===== src/hw/rvs_regs.svh =====
// Register offsets, field positions and opcodes of the verify link
`ifndef RVS_REGS_SVH
`define RVS_REGS_SVH
// Task file offsets on the link
`define RVS_A_ERR      3'h1
`define RVS_A_CNT      3'h2
`define RVS_A_SN       3'h3
`define RVS_A_CL       3'h4
`define RVS_A_CH       3'h5
`define RVS_A_DH       3'h6
`define RVS_A_CMD      3'h7
// Opcodes
`define RVS_OP_V28     8'h40
`define RVS_OP_V28R    8'h41
`define RVS_OP_V48     8'h42
// Error register bits
`define RVS_E_UNC      6
`define RVS_E_IDNF     4
`define RVS_E_ABRT     2
// Status register bits
`define RVS_S_BSY      7
`define RVS_S_RDY      6
`define RVS_S_DSC      4
`define RVS_S_ERR      0
// Device/head bits
`define RVS_DH_L       6
`define RVS_DH_BASE    8'hA0
`define RVS_DH_EXT     8'hE0
// Host Avalon word indices
`define RVS_H_CTRL     4'h0
`define RVS_H_LBA_LO   4'h1
`define RVS_H_LBA_HI   4'h2
`define RVS_H_COUNT    4'h3
`define RVS_H_RES_LO   4'h4
`define RVS_H_RES_HI   4'h5
`define RVS_H_RES_INFO 4'h6
`define RVS_H_IRQ_STAT 4'h7
`define RVS_H_IRQ_MASK 4'h8
// Host control bits
`define RVS_C_GO       0
`define RVS_C_EXT      1
`define RVS_C_LBA      2
`define RVS_C_RETRY    3
// Host interrupt bits
`define RVS_I_DONE     0
`define RVS_I_ERR      1
`endif


===== src/hw/rvs_pkg.sv =====
// State types of the drive end and of the host end of the verify link
package rvs_pkg;
  typedef enum {DEV_IDLE, DEV_ISSUE, DEV_WAIT} dev_state_t;
  typedef enum {H_IDLE, H_WRITE, H_WAIT, H_READ, H_CAPT} host_state_t;
endpackage


===== src/hw/rvs_link_if.sv =====
// Task file link between host controller and drive
`timescale 1ns/10ps
`default_nettype none
interface rvs_link_if;
  logic       wr_en;
  logic       rd_en;
  logic [2:0] addr;
  logic [7:0] wdata;
  logic       hob;
  logic [7:0] rdata;
  logic       intrq;
  modport host_end (output wr_en, output rd_en, output addr, output wdata,
                    output hob, input rdata, input intrq);
  modport dev_end (input wr_en, input rd_en, input addr, input wdata,
                   input hob, output rdata, output intrq);
endinterface
`default_nettype wire


===== src/hw/rvs_host.sv =====
// Host end: Avalon-MM registers driving the verify command sequence
`timescale 1ns/10ps
`default_nettype none
`include "rvs_regs.svh"
module rvs_host (
  input  wire logic        clk_sys,
  input  wire logic        rst_b,
  rvs_link_if.host_end     link,
  input  wire logic [3:0]  avs_address,
  input  wire logic        avs_read,
  input  wire logic        avs_write,
  input  wire logic [31:0] avs_writedata,
  output logic [31:0]      avs_readdata,
  output logic             avs_waitrequest,
  output logic             irq
);

  rvs_pkg::host_state_t state;
  logic [3:0]  ctrl;
  logic [47:0] lba;
  logic [15:0] count;
  logic [7:0]  res [10];
  logic [1:0]  irq_stat;
  logic [1:0]  irq_mask;
  logic [3:0]  step;
  logic [2:0]  w_addr;
  logic [7:0]  w_data;
  logic [2:0]  r_addr;
  logic        acc;
  logic        start;
  logic        done_ev;
  logic [31:0] res_lo;
  logic [15:0] res_hi;
  logic [31:0] rd_mux;

  ////////////////////////////////////////////////////////////////////////
  // Avalon slave: one wait cycle, then the edge that takes the request

  assign acc   = (avs_read || avs_write) && !avs_waitrequest;
  assign start = acc && avs_write && avs_address == `RVS_H_CTRL &&
                 avs_writedata[`RVS_C_GO] && state == rvs_pkg::H_IDLE;
  assign done_ev = state == rvs_pkg::H_CAPT && !link.rd_en &&
                   step == (ctrl[`RVS_C_EXT] ? 4'd9 : 4'd6);
  assign res_lo = ctrl[`RVS_C_EXT] ? {res[7], res[5], res[4], res[3]} :
                  {4'h0, res[6][3:0], res[5], res[4], res[3]};
  assign res_hi = ctrl[`RVS_C_EXT] ? {res[9], res[8]} : 16'h0000;

  always_comb begin
    rd_mux = 32'h0000_0000;
    unique case (avs_address)
      `RVS_H_CTRL:     rd_mux = {27'h000_0000, ctrl[3:1],
                                 (state != rvs_pkg::H_IDLE), 1'b0};
      `RVS_H_LBA_LO:   rd_mux = lba[31:0];
      `RVS_H_LBA_HI:   rd_mux = {16'h0000, lba[47:32]};
      `RVS_H_COUNT:    rd_mux = {16'h0000, count};
      `RVS_H_RES_LO:   rd_mux = res_lo;
      `RVS_H_RES_HI:   rd_mux = {16'h0000, res_hi};
      `RVS_H_RES_INFO: rd_mux = {res[0], res[1], 8'h00, res[2]};
      `RVS_H_IRQ_STAT: rd_mux = {30'h0000_0000, irq_stat};
      `RVS_H_IRQ_MASK: rd_mux = {30'h0000_0000, irq_mask};
      default:         rd_mux = 32'h0000_0000;
    endcase
  end

  always_ff @(posedge clk_sys or negedge rst_b) begin
    if (!rst_b) begin
      avs_waitrequest <= 1'b1;
      avs_readdata    <= 32'h0000_0000;
    end else begin
      avs_waitrequest <= !((avs_read || avs_write) && avs_waitrequest);
      if (avs_read && avs_waitrequest) begin
        avs_readdata <= rd_mux;
      end
    end
  end

  // Setup registers apart from the interrupt mask are frozen while a command runs
  always_ff @(posedge clk_sys or negedge rst_b) begin
    if (!rst_b) begin
      ctrl     <= 4'h0;
      lba      <= 48'h0000_0000_0000;
      count    <= 16'h0000;
      irq_mask <= 2'b00;
    end else if (acc && avs_write) begin
      if (avs_address == `RVS_H_IRQ_MASK) begin
        irq_mask <= avs_writedata[1:0];
      end
      if (start) begin
        ctrl <= {avs_writedata[3:1], 1'b0};
      end
      if (state == rvs_pkg::H_IDLE) begin
        unique case (avs_address)
          `RVS_H_LBA_LO: lba[31:0]  <= avs_writedata;
          `RVS_H_LBA_HI: lba[47:32] <= avs_writedata[15:0];
          `RVS_H_COUNT:  count      <= avs_writedata[15:0];
          default: ;
        endcase
      end
    end
  end

  // Sticky events; a new event beats the read that clears
  always_ff @(posedge clk_sys or negedge rst_b) begin
    if (!rst_b) begin
      irq_stat <= 2'b00;
      irq      <= 1'b0;
    end else begin
      irq_stat <= ((acc && avs_read && avs_address == `RVS_H_IRQ_STAT) ?
                   2'b00 : irq_stat) |
                  {done_ev && res[0][`RVS_S_ERR], done_ev};
      irq      <= |(irq_stat & irq_mask);
    end
  end

  ////////////////////////////////////////////////////////////////////////
  // Link sequence

  always_comb begin
    w_addr = `RVS_A_CMD;
    w_data = 8'h00;
    unique case (step)
      4'd0: begin w_addr = `RVS_A_CNT; w_data = count[15:8]; end
      4'd1: begin w_addr = `RVS_A_SN;  w_data = lba[31:24];  end
      4'd2: begin w_addr = `RVS_A_CL;  w_data = lba[39:32];  end
      4'd3: begin w_addr = `RVS_A_CH;  w_data = lba[47:40];  end
      4'd4: begin w_addr = `RVS_A_CNT; w_data = count[7:0];  end
      4'd5: begin w_addr = `RVS_A_SN;  w_data = lba[7:0];    end
      4'd6: begin w_addr = `RVS_A_CL;  w_data = lba[15:8];   end
      4'd7: begin w_addr = `RVS_A_CH;  w_data = lba[23:16];  end
      4'd8: begin
        w_addr = `RVS_A_DH;
        w_data = ctrl[`RVS_C_EXT] ? `RVS_DH_EXT :
                 (`RVS_DH_BASE | {1'b0, ctrl[`RVS_C_LBA], 2'b00, lba[27:24]});
      end
      default: begin
        w_data = ctrl[`RVS_C_EXT] ? `RVS_OP_V48 :
                 (`RVS_OP_V28 | {7'h00, ctrl[`RVS_C_RETRY]});
      end
    endcase
  end

  always_comb begin
    unique case (step)
      4'd0:    r_addr = `RVS_A_CMD;
      4'd1:    r_addr = `RVS_A_ERR;
      4'd2:    r_addr = `RVS_A_CNT;
      4'd3:    r_addr = `RVS_A_SN;
      4'd4:    r_addr = `RVS_A_CL;
      4'd5:    r_addr = `RVS_A_CH;
      4'd6:    r_addr = `RVS_A_DH;
      4'd7:    r_addr = `RVS_A_SN;
      4'd8:    r_addr = `RVS_A_CL;
      default: r_addr = `RVS_A_CH;
    endcase
  end

  always_ff @(posedge clk_sys or negedge rst_b) begin
    if (!rst_b) begin
      state      <= rvs_pkg::H_IDLE;
      step       <= 4'd0;
      link.wr_en <= 1'b0;
      link.rd_en <= 1'b0;
      link.addr  <= 3'h0;
      link.wdata <= 8'h00;
      link.hob   <= 1'b0;
      for (int i = 0; i < 10; i++) begin
        res[i] <= 8'h00;
      end
    end else begin
      link.wr_en <= 1'b0;
      link.rd_en <= 1'b0;
      unique case (state)
        rvs_pkg::H_IDLE: begin
          if (start) begin
            step  <= avs_writedata[`RVS_C_EXT] ? 4'd0 : 4'd4;
            state <= rvs_pkg::H_WRITE;
          end
        end
        rvs_pkg::H_WRITE: begin
          link.wr_en <= 1'b1;
          link.addr  <= w_addr;
          link.wdata <= w_data;
          if (step == 4'd9) begin
            state <= rvs_pkg::H_WAIT;
          end else begin
            step <= step + 4'd1;
          end
        end
        rvs_pkg::H_WAIT: begin
          if (link.intrq && !link.wr_en) begin
            step  <= 4'd0;
            state <= rvs_pkg::H_READ;
          end
        end
        rvs_pkg::H_READ: begin
          link.rd_en <= 1'b1;
          link.addr  <= r_addr;
          link.hob   <= step >= 4'd7;
          state      <= rvs_pkg::H_CAPT;
        end
        rvs_pkg::H_CAPT: begin
          // Read data stands only from the edge after the strobe
          if (!link.rd_en) begin
            res[step] <= link.rdata;
            if (done_ev) begin
              link.hob <= 1'b0;
              state    <= rvs_pkg::H_IDLE;
            end else begin
              step  <= step + 4'd1;
              state <= rvs_pkg::H_READ;
            end
          end
        end
      endcase
    end
  end

endmodule
`default_nettype wire


===== src/flat_wrapper.sv =====
// flat-port wrapper written by rule: the top's interface ports become plain ports
module rvs_host_flat 
  (clk_sys, rst_b, avs_address, avs_read, avs_write, avs_writedata, avs_readdata, avs_waitrequest, irq, link_wr_en, link_rd_en, link_addr, link_wdata, link_hob, link_rdata, link_intrq);
  rvs_link_if link_i ();
  input  wire logic clk_sys;
  input  wire logic rst_b;
  input  wire logic [3:0] avs_address;
  input  wire logic avs_read;
  input  wire logic avs_write;
  input  wire logic [31:0] avs_writedata;
  output logic [31:0] avs_readdata;
  output logic avs_waitrequest;
  output logic irq;
  output wire logic [$bits(link_i.wr_en)-1:0] link_wr_en;
  output wire logic [$bits(link_i.rd_en)-1:0] link_rd_en;
  output wire logic [$bits(link_i.addr)-1:0] link_addr;
  output wire logic [$bits(link_i.wdata)-1:0] link_wdata;
  output wire logic [$bits(link_i.hob)-1:0] link_hob;
  input wire logic [$bits(link_i.rdata)-1:0] link_rdata;
  input wire logic [$bits(link_i.intrq)-1:0] link_intrq;
  assign link_wr_en = link_i.wr_en;
  assign link_rd_en = link_i.rd_en;
  assign link_addr = link_i.addr;
  assign link_wdata = link_i.wdata;
  assign link_hob = link_i.hob;
  assign link_i.rdata = link_rdata;
  assign link_i.intrq = link_intrq;
  rvs_host u_core (.clk_sys(clk_sys), .rst_b(rst_b), .link(link_i), .avs_address(avs_address), .avs_read(avs_read), .avs_write(avs_write), .avs_writedata(avs_writedata), .avs_readdata(avs_readdata), .avs_waitrequest(avs_waitrequest), .irq(irq));
endmodule

===== config.mk =====
export PLATFORM = sky130hd
export DESIGN_NAME = rvs_host_flat
export DESIGN_NICKNAME = d
export VERILOG_FILES = /design/src/hw/rvs_pkg.sv /design/src/hw/rvs_link_if.sv /design/src/hw/rvs_host.sv /design/src/flat_wrapper.sv
export VERILOG_INCLUDE_DIRS = /design/src /design/src/hw
export SDC_FILE = /design/constraint.sdc
export NUM_CORES = 1
export LEC_CHECK = 0
export ABC_AREA = 0
export CORE_ASPECT_RATIO = 1.75
export CORE_MARGIN = 8
export CORE_UTILIZATION = 52
export DETAILED_ROUTE_END_ITERATION = 8
export DONT_BUFFER_PORTS = 1
export MAX_ROUTING_LAYER = met4
export PLACE_DENSITY = 0.71
export SETUP_SLACK_MARGIN = 0.05
export SLEW_MARGIN = 20
export SYNTH_ARGS = -nofsm -noshare
export SYNTH_HDL_FRONTEND = slang
export SYNTH_SLANG_ARGS = --single-unit

===== constraint.sdc =====
create_clock -name clk_sys -period 3.5 [get_ports clk_sys]
set_clock_uncertainty 0.2 [all_clocks]
set_input_delay 0.7 -clock clk_sys [delete_from_list [all_inputs] [get_ports clk_sys]]
set_output_delay 0.7 -clock clk_sys [all_outputs]
set_load 0.01 [all_outputs]

==> impl_metrics.toml, run 1 <==
[route]
via_count = 6674
viasPerCell = 6.687
detail_route.wl_per_cell_um = 26.99
wl_um = 26940
first_iter_violations = 728
drc = 0
drtAntennaViolNets = 0
first_pass_iters = 8

[synth]
ys.flop_type = "dfrtp_1"
avgSynthCellArea_um2 = 12.18
synthArstFlopShare_pct = 100.0
netlist_area_mm2 = 0.009403
synth_top_family_by_area = "multiplexers"
ys_warn_count = 0
yosysMostFrequentCell = "dfrtp_1"
yosysTopAreaCellShare_pct = 53.49
syn_inst = 772
ys_seq_elements = 202
synth_edf_count = 0
muxShareOfSynthArea_pct = 20.72
ys_top_cells_by_area = "dfrtp_1, mux2_2, a222oi_1"
synth_simple_gate_area_share_pct = 8.303
synth_area_leader_cell = "dfrtp_1"
synthTopCellsByCount = "dfrtp_1, mux2_2, nand2_1"
syn-num-nets = 826
synth_compound_area_share_pct = 13.79
ys_seq_area_share_pct = 53.77
synth_xor_area_share_pct = 0.09315
netlist-cell-type-count = 56
synth-adder-area-share_pct = 0.6653

[setup_path]
rrSetupSlack_ns = 0.52
cp.required_ns = 3.67
critPathBufInv = 1
r2r_cells = 6
worst_path_largest_cell_delay_ns = 0.72
cp_top_family = "compound AO/OA/AOI/OAI gates"
start_kind = "flip-flop"
crit_chain = "inv_1, ha_1, a2111oi_0, o21ai_0, o221ai_1, mux2_2"
cp.depth = 6
cpMaxStageDelayCell = "ha_1"
arrival_ns = 3.15
worst-path-max-fanout = 19
criticalPathCategory = "reg2reg"
critPathCaptureType = "flip-flop"

[sta]
maxSlewViolCount = 0
period_minus_slack_ns = 2.977
period_share_pct = 85.07
fin_ws_ns = 0.5226
finalHoldViolations = 201
slew_headroom_pct = 38.51
worst_pin_slew_ns = 0.9224
whs_ns = -0.2840
setup_viol = 0
fin_setup_tns_ns = 0
fmaxAchievable_mhz = 335.9
grt_setup_unrepaired = "no"

[run]
drv_cap = 0

[global_routing]
grt_overflow = 0
grt_usage_pct = 23.98
grt_pass1_wl_um = 41570
grt_max_degree = 203
grt_pass1_vias = 6981
grt_antenna_before_repair = 0

[clocking]
clock_latency_ns = 0.49
path_clk_slew_ns = 0.07
clk_path_buf_depth = 3
cts-root-buf = "clkbuf_16"
cts-htree-levels = 1
post_cts_resized = 0
cts_buffers = 19
clock_sinks = 202
post-cts-setup-buffers = 0
cts_tree = "done"

[die]
rows = 65
die_h_um = 193.9
ioPinCount = 97
die_area_mm2 = 0.02281
start_util_pct = 52.55
core_mm2 = 0.01789
die_x_um = 117.7

[cells_and_area]
fin_area_mm2 = 0.01021
antenna_cells = 0
area_growth_pct = 8.622
final_util_pct = 57.08
drive_gt1_share_pct = 28.66
nNetsFinal = 806

[place]
port_buffers = 0
gp_congestion = 0.9557
dp_slack_ns = 0.5735
dpl.hpwl_um = 19300
place_area_mm2 = 0.009595

[run_status]
failed_checks = "hold timing"
run_status = "complete, but fails checks"

[power_and_ir_drop]
ir_drop_uv = 451.9
p_leak_uw = 0.004682
finalPower_uw = 6481
power_density_mw_per_mm2 = 634.6

[worst_hold_path]
min-delay-path-class = "in2async"
==> placed cells by master, fill, tap and decap left out, types with 4 or more instances in the layout <==
| cell type | instances |
|---|---|
| buf_4 | 12 |
| o31ai_1 | 6 |
| clkbuf_16 | 19 |
| and2_1 | 7 |
| dfrtp_1 | 201 |
| nor3_1 | 5 |
| a21oi_1 | 15 |
| mux2i_1 | 9 |
| ha_1 | 5 |
| nor2_2 | 4 |
| a22o_1 | 15 |
| nand2b_1 | 5 |
| mux2_2 | 164 |
| nand3_1 | 12 |
| nor2_1 | 17 |
| a22oi_1 | 22 |
| inv_1 | 8 |
| and3_1 | 6 |
| a222oi_1 | 29 |
| o21ai_0 | 44 |
| nor2b_1 | 9 |
| nand3b_1 | 4 |
| clkbuf_8 | 5 |
| a221oi_1 | 14 |
| nand2_1 | 63 |
| a31oi_1 | 5 |
==> through the flow <==
stage	hold slack (ns)	std cells
2_1_floorplan	0.2044	772
3_3_place_gp	0.2172	965
3_5_place_dp	0.2174	965
4_1_cts	-0.2899	998
5_1_grt	-0.3024	998
6_report	-0.2840	998
==> worst paths after layout <==
| path | startpoint | to |
|---|---|---|
| max reg2reg | u_core.step[1]$_DFFE_PN0P_ | u_core.link.wdata[6]$_DFFE_PN0N_ |
| max | u_core.step[1]$_DFFE_PN0P_ | u_core.link.wdata[6]$_DFFE_PN0N_ |
| max in group asynchronous | rst_b | u_core.avs_waitrequest$_DFF_PN1_ |
| min | rst_b | u_core.count[9]$_DFFE_PN0P_ |
| min reg2reg | u_core.res[53]$_DFFE_PN0P_ | u_core.res[53]$_DFFE_PN0P_ |
| min in group clk_sys | avs_write | u_core.avs_waitrequest$_DFF_PN1_ |
==> routing by layer <==
metal,share of wire [%],track usage [%],up-vias
li1,-,-,2873
met1,34,25.18,3415
met2,52,40.92,305
met3,8.3,5.685,81
met4,5.6,12.83,0
met5,0,-,-
==> state kept, by name, indices dropped and copies added (netlist names) <==
| register | count |
|---|---|
| u_core.link.wdata | 8 |
| u_core.res | 76 |
| u_core.lba | 48 |
| u_core.step | 4 |
| u_core.link.addr | 3 |
| u_core.irq_mask | 2 |
| u_core.ctrl | 3 |
| u_core.link.rd_en | 1 |
| u_core.count | 16 |
| u_core.avs_readdata | 32 |
| u_core.link.wr_en | 1 |
| u_core.irq | 1 |
| u_core.avs_waitrequest | 1 |
| u_core.state | 3 |
| u_core.irq_stat | 2 |
| u_core.link.hob | 1 |
==> power by group <==
| part | leakage [uW] | total [uW] | internal (uW) | switching [uW] |
|---|---|---|---|---|
| clock network | 0.000296 | 2050 | 1180 | 872 |
| registers | 0.00274 | 3010 | 2640 | 374 |
| logic | 0.00164 | 1410 | 600 | 813 |
| total | 0.00468 | 6480 | 4420 | 2060 |
==> layout make-up <==
type	instances	area [um^2]
tap	234	292.8
sequential	202	5056
multi-input combinational	507	4101
timing repair buffer	13	110.1
clock buffer	27	555.5
inverter	9	35.03
clock inverter	6	62.56
fill	1487	7679
==> cell families after synthesis <==
| logic type | count (synthesis) |
|---|---|
| AND/OR/NAND/NOR | 151 |
| flip-flops | 202 |
| XOR/XNOR | 1 |
| multiplexers | 174 |
| adder cells (fa/ha/maj) | 5 |
| AO/OA/AOI/OAI | 176 |
| buffers and inverters | 63 |
Note: power is estimated with default switching activity, not from simulation.
==> inputs of run 2 (changes only) <==
--- a/config.mk
+++ b/config.mk
@@ -8,3 +8,3 @@
 export LEC_CHECK = 0
-export ABC_AREA = 0
+export ABC_AREA = 1
 export CORE_ASPECT_RATIO = 1.75
@@ -16,2 +16,3 @@
 export PLACE_DENSITY = 0.71
+export RECOVER_POWER = 25
 export SETUP_SLACK_MARGIN = 0.05
--- a/constraint.sdc
+++ b/constraint.sdc
@@ -4,2 +4,2 @@
 set_output_delay 0.7 -clock clk_sys [all_outputs]
-set_load 0.01 [all_outputs]
+set_load 0.02 [all_outputs]
==> run 2 against run 1 <==
The run still ends with hold timing left. Design area rose by 4.0%. Combinational power rose by 16%. Synthesized area grew 5.5%. Register-to-register slack better by 0.63 ns. Final cell count is 51% higher. Sequential cell count did not move. Critical path type unchanged. Largest cell class unchanged.
==> impl_metrics.toml, run 2 <==
[setup_path]
cp.required_ns = 3.66
arrival_ns = 2.51
critPathBufInv = 1
worst-path-max-fanout = 14
cp_top_family = "simple AND/OR/NAND/NOR gates"
crit_chain = "inv_1, ha_1, nand3_1, nor2_2, o21ai_0"
rr_startpoint = "u_core.step[1]$_DFFE_PN0P_"
rr_endpoint = "u_core.res[15]$_DFFE_PN0P_"
criticalPathCategory = "reg2reg"
worst_path_largest_cell_delay_ns = 0.54
critPathCaptureType = "flip-flop"
r2r_cells = 5
cpMaxStageDelayCell = "nor2_2"
rrSetupSlack_ns = 1.15
start_kind = "flip-flop"

[clocking]
clk_path_buf_depth = 3
path_clk_slew_ns = 0.07
clock_sinks = 202
post-cts-setup-buffers = 0
post_cts_resized = 0
cts-root-buf = "clkbuf_16"
cts_buffers = 19
clock_latency_ns = 0.50
cts-htree-levels = 1
cts_tree = "done"

[route]
via_count = 8296
first_iter_violations = 646
wl_um = 29430
drtAntennaViolNets = 0
drc = 0
detail_route.wl_per_cell_um = 19.57
first_pass_iters = 5
viasPerCell = 5.516

[cells_and_area]
nFillCells = 1897
final_cell_mix = "nand2_1, dfrtp_1, o21ai_0, inv_1, nor2_1"
antenna_cells = 0
fin_area_mm2 = 0.01062
top_register = "u_core.res"
largest_register_ffs = 76
final_common_cell = "nand2_1"
final_util_pct = 56.06
area_growth_pct = 7.050
nNetsFinal = 1305
drive_gt1_share_pct = 7.047
reg_top3 = "u_core.res (76), u_core.lba (48), u_core.avs_readdata (32)"

[synth]
synthTopCellsByCount = "nand2_1, dfrtp_1, o21ai_0"
ys_seq_area_share_pct = 50.96
synth_top_family_by_area = "simple AND/OR/NAND/NOR gates"
ys_warn_count = 0
syn_inst = 1279
synthArstFlopShare_pct = 100.0
synth_xor_area_share_pct = 0.1766
syn-num-nets = 1333
yosysMostFrequentCell = "nand2_1"
netlist_area_mm2 = 0.009921
ys_top_cells_by_area = "dfrtp_1, nand2_1, o21ai_0"
synth_simple_gate_area_share_pct = 26.88
ys_seq_elements = 202
synth_edf_count = 0
muxShareOfSynthArea_pct = 1.173
avgSynthCellArea_um2 = 7.757
synth_area_leader_cell = "dfrtp_1"
yosysTopAreaCellShare_pct = 50.70
synth-adder-area-share_pct = 0.6306
netlist-cell-type-count = 35
ys.flop_type = "dfrtp_1"
synth_compound_area_share_pct = 12.25

[run]
drv_cap = 0

[die]
die_area_mm2 = 0.02393
start_util_pct = 52.36
rows = 67
die_h_um = 198.7
core_mm2 = 0.01895
die_x_um = 120.4
ioPinCount = 97

[global_routing]
grt_max_degree = 203
grt_overflow = 0
grt_usage_pct = 25.64
grt_pass1_wl_um = 46260
grt_antenna_before_repair = 0
grt_pass1_vias = 8237

[run_status]
run_status = "complete, but fails checks"
failed_checks = "hold timing"

[place]
place_area_mm2 = 0.009983
dp_slack_ns = 1.109
dpl.hpwl_um = 21800
gp_congestion = 0.9776
port_buffers = 0

[sta]
setup_viol = 0
worst_pin_slew_ns = 0.7054
finalHoldViolations = 201
grt_setup_unrepaired = "no"
period_minus_slack_ns = 2.349
fmaxAchievable_mhz = 425.7
whs_ns = -0.2989
fin_setup_tns_ns = 0
period_share_pct = 67.11
slew_headroom_pct = 52.92
fin_ws_ns = 1.151
maxSlewViolCount = 0

[worst_hold_path]
min-delay-path-class = "in2async"

[power_and_ir_drop]
ir_drop_uv = 462.1
p_leak_uw = 0.005140
power_density_mw_per_mm2 = 680.2
finalPower_uw = 7224
-- run 2: routing by layer --
layer | global-route usage, % | routed length (um)
met3 | 4.518 | 1983
met1 | 29.92 | 11570
met2 | 41.16 | 14250
met4 | 14.37 | 1620
met5 | - | 0
-- run 2: stage by stage --
step           hold WS, ns  std cells
2_1_floorplan       0.2044       1279
3_3_place_gp        0.2113       1471
3_5_place_dp        0.2110       1471
4_1_cts            -0.3184       1504
5_1_grt            -0.3155       1504
6_report           -0.2989       1504
-- run 2: kinds of logic after synthesis --
logic type,after synthesis
and+or+nand+nor,637
AOI/OAI and AO/OA,237
DFF,202
buffers and inverters,187
muxes,9
adders and majority gates,5
xor gates and xnor gates,2
-- run 2: worst register-to-register path: stages (launching register included) --
cell	delay, ns
dfrtp_1	0.45
inv_1	0.15
ha_1	0.35
nand3_1	0.36
nor2_2	0.54
o21ai_0	0.15
-- run 2: how the worst max path moves through the flow --
| stage | start | to | cells past startpoint |
|---|---|---|---|
| 2_1_floorplan | u_core.step[0]$_DFFE_PN0P_ | u_core.link.wdata[0]$_DFFE_PN0N_ | 10 |
| 6_report | u_core.step[1]$_DFFE_PN0P_ | u_core.res[15]$_DFFE_PN0P_ | 5 |
| 3_3_place_gp | avs_address[1] | u_core.avs_readdata[0]$_DFFE_PN0P_ | 11 |
| 3_5_place_dp | avs_address[1] | u_core.avs_readdata[0]$_DFFE_PN0P_ | 11 |
| 5_1_grt | u_core.step[0]$_DFFE_PN0P_ | u_core.res[12]$_DFFE_PN0P_ | 6 |
| 4_1_cts | u_core.step[1]$_DFFE_PN0P_ | u_core.res[11]$_DFFE_PN0P_ | 5 |
-- run 2: power by group --
part	leakage [uW]	internal, uW	total [uW]	switching [uW]
clock	0.000311	1240	2140	899
sequential	0.00238	2880	3450	570
combinational	0.00245	525	1640	1110
-- run 2: cell type report --
class | instances | area (um^2) | share of cell area, %
sequential | 202 | 5056 | 47.61
tap | 241 | 301.5 | 2.839
inverter | 130 | 488.0 | 4.595
multi-input combinational | 890 | 4078 | 38.40
timing repair buffer | 8 | 60.06 | 0.5655
clock inverter | 7 | 95.09 | 0.8954
clock buffer | 26 | 541.8 | 5.101
==> inputs of run 3 (changes only) <==
- ABC_AREA: 1 -> 0
- PLACE_DENSITY: 0.71 -> 0.74
- clock period: 3.5 -> 2.1 ns (I/O delays scaled with it)
==> run 3 against run 2 <==
The flow finishes with violations (hold timing, setup timing). Die area decreased by 4.7%. Clock power increased by 59%. Non-clock buffer count increased by 137. Design area increased by 13%. Final cell count decreased by 25%. Clock-buffer cell count decreased by 2. Power increased by 77%. Critical path depth increased by 2. Worst setup slack got worse by 1.3 ns. Sequential share of layout area decreased by 5.3 points. Combinational power increased to 2.6 times the previous value. Register-to-register slack got worse by 1.3 ns. Largest power group unchanged. Highest routed layer unchanged.
==> impl_metrics.toml, run 3 (synthesis results as in run 1) <==
[run_status]
run_status = "complete, but fails checks"
failed_checks = "hold timing, setup timing"

[sta]
finalHoldViolations = 202
worst_pin_slew_ns = 0.5709
whs_ns = -0.5834
fin_ws_ns = -0.1406
grt_setup_unrepaired = "yes"
fin_setup_tns_ns = -4.969
maxSlewViolCount = 0
setup_viol = 58
slew_headroom_pct = 61.82
period_share_pct = 106.7
fmaxAchievable_mhz = 446.3
period_minus_slack_ns = 2.241

[clocking]
cts-htree-levels = 1
cts_tree = "done"
cts_buffers = 19
cts-root-buf = "clkbuf_16"
clk_path_buf_depth = 3
clock_latency_ns = 0.50
hold_buffers = 44
path_clk_slew_ns = 0.07
clock_sinks = 202

[cells_and_area]
top_register = "u_core.res"
area_growth_pct = 27.24
seq_area_mm2 = 0.005061
final_common_cell = "dfrtp_1"
largest_register_ffs = 76
final_cell_mix = "dfrtp_1, mux2_2, buf_4, nand2_1, dlygate4sd3_1"
drive_gt1_share_pct = 39.66
multi_input_area_mm2 = 0.004508
final_util_pct = 66.87
reg_top3 = "u_core.res (76), u_core.lba (48), u_core.avs_readdata (32)"
nFillCells = 1274
nNetsFinal = 938

[global_routing]
grt_max_degree = 203
grt_usage_pct = 26.65
grt_pass1_wl_um = 46510
grt_antenna_before_repair = 1
grt_overflow = 0
grt_pass1_vias = 7942

[setup_path]
critPathCaptureType = "flip-flop"
arrival_ns = 2.42
start_kind = "flip-flop"
criticalPathCategory = "reg2reg"
cp.required_ns = 2.28
rrSetupSlack_ns = -0.14
worst-path-max-fanout = 8

[power_and_ir_drop]
p_leak_uw = 0.005471
clockPowerShare_pct = 26.6
ir_drop_uv = 953.6
power_density_mw_per_mm2 = 1068
seq_power_share_pct = 39.6
finalPower_uw = 12780
power_switching_uw = 4215
swShare_pct = 32.98
power_frac_comb_pct = 33.7
intPower_uw = 8563

[die]
die_area_mm2 = 0.02281
core_mm2 = 0.01789
ioPinCount = 97
die_x_um = 117.7
die_h_um = 193.9
rows = 65
start_util_pct = 52.55

[place]
dp_slack_ns = -0.2125
port_buffers = 0
dpl.hpwl_um = 20810
gp_congestion = 0.9585

[worst_hold_path]
min-delay-path-class = "in2async"

[route]
first_iter_violations = 761
detail_route.wl_per_cell_um = 26.93
drc = 0
wl_um = 30430
first_pass_iters = 6
via_count = 7464
viasPerCell = 6.605
drtAntennaViolNets = 0

[run]
drv_cap = 0
## run 3: worst max-delay path, stage by stage (launching register included)
cell	delay (ns)
dfrtp_1	0.40
or4b_4	0.52
buf_6	0.15
clkinv_8	0.05
nand2_8	0.07
nor2_2	0.23
buf_12	0.16
mux2_2	0.34
## run 3: worst paths after layout
kind	startpoint	to	cells past startpoint
max	u_core.state[0]$_DFFE_PN0P_	u_core.res[40]$_DFFE_PN0P_	7
max reg2reg	u_core.state[0]$_DFFE_PN0P_	u_core.res[40]$_DFFE_PN0P_	7
min in group clk_sys	avs_address[3]	u_core.avs_readdata[2]$_DFFE_PN0P_	2
min reg2reg	u_core.res[27]$_DFFE_PN0P_	u_core.res[27]$_DFFE_PN0P_	1
min	rst_b	u_core.lba[47]$_DFFE_PN0P_	0
max in group asynchronous	rst_b	u_core.avs_waitrequest$_DFF_PN1_	0
## run 3: cell type report
cell class | instances | area share, %
sequential | 202 | 42.30
multi-input combinational | 507 | 37.68
timing repair buffer | 145 | 12.08
clock buffer | 24 | 4.215
tap | 234 | 2.447
clock inverter | 8 | 0.8053
inverter | 9 | 0.4497
antenna | 1 | 0.02092
## run 3: power by group through the flow
stage                     sequential (uW)  clock (uW)  combinational (uW)
final                                5060        3410                4310
after global routing                 5100        3590                4560
after CTS                            5010        3440                3720
after detailed placement             5070           0                3140
after global placement               5040           0                3060
after floorplan                      4870           0                1880
## run 3: metal layers
layer / track usage, % / vias to the layer above / routed length [um]
li1: - / 3145 / -
met1: 27.77 / 3822 / 10490
met2: 47.04 / 377 / 16210
met3: 4.227 / 120 / 1913
met4: 14.74 / 0 / 1821
met5: - / - / 0
## run 3: repair_timing
item,CTS,global route
gates resized for setup,69,58
cloned,1,0
endpoints found under the setup margin,80,128
pin swaps,15,26
hold endpoints to repair,352,202
buffers inserted,10,8
## run 3: stage by stage
step                area [um^2]  std cells
floorplan                  9445        772
global placement          10320       1038
detailed placement        10320       1038
CTS                       11700       1125
global route              11960       1130
finish                    11960       1130
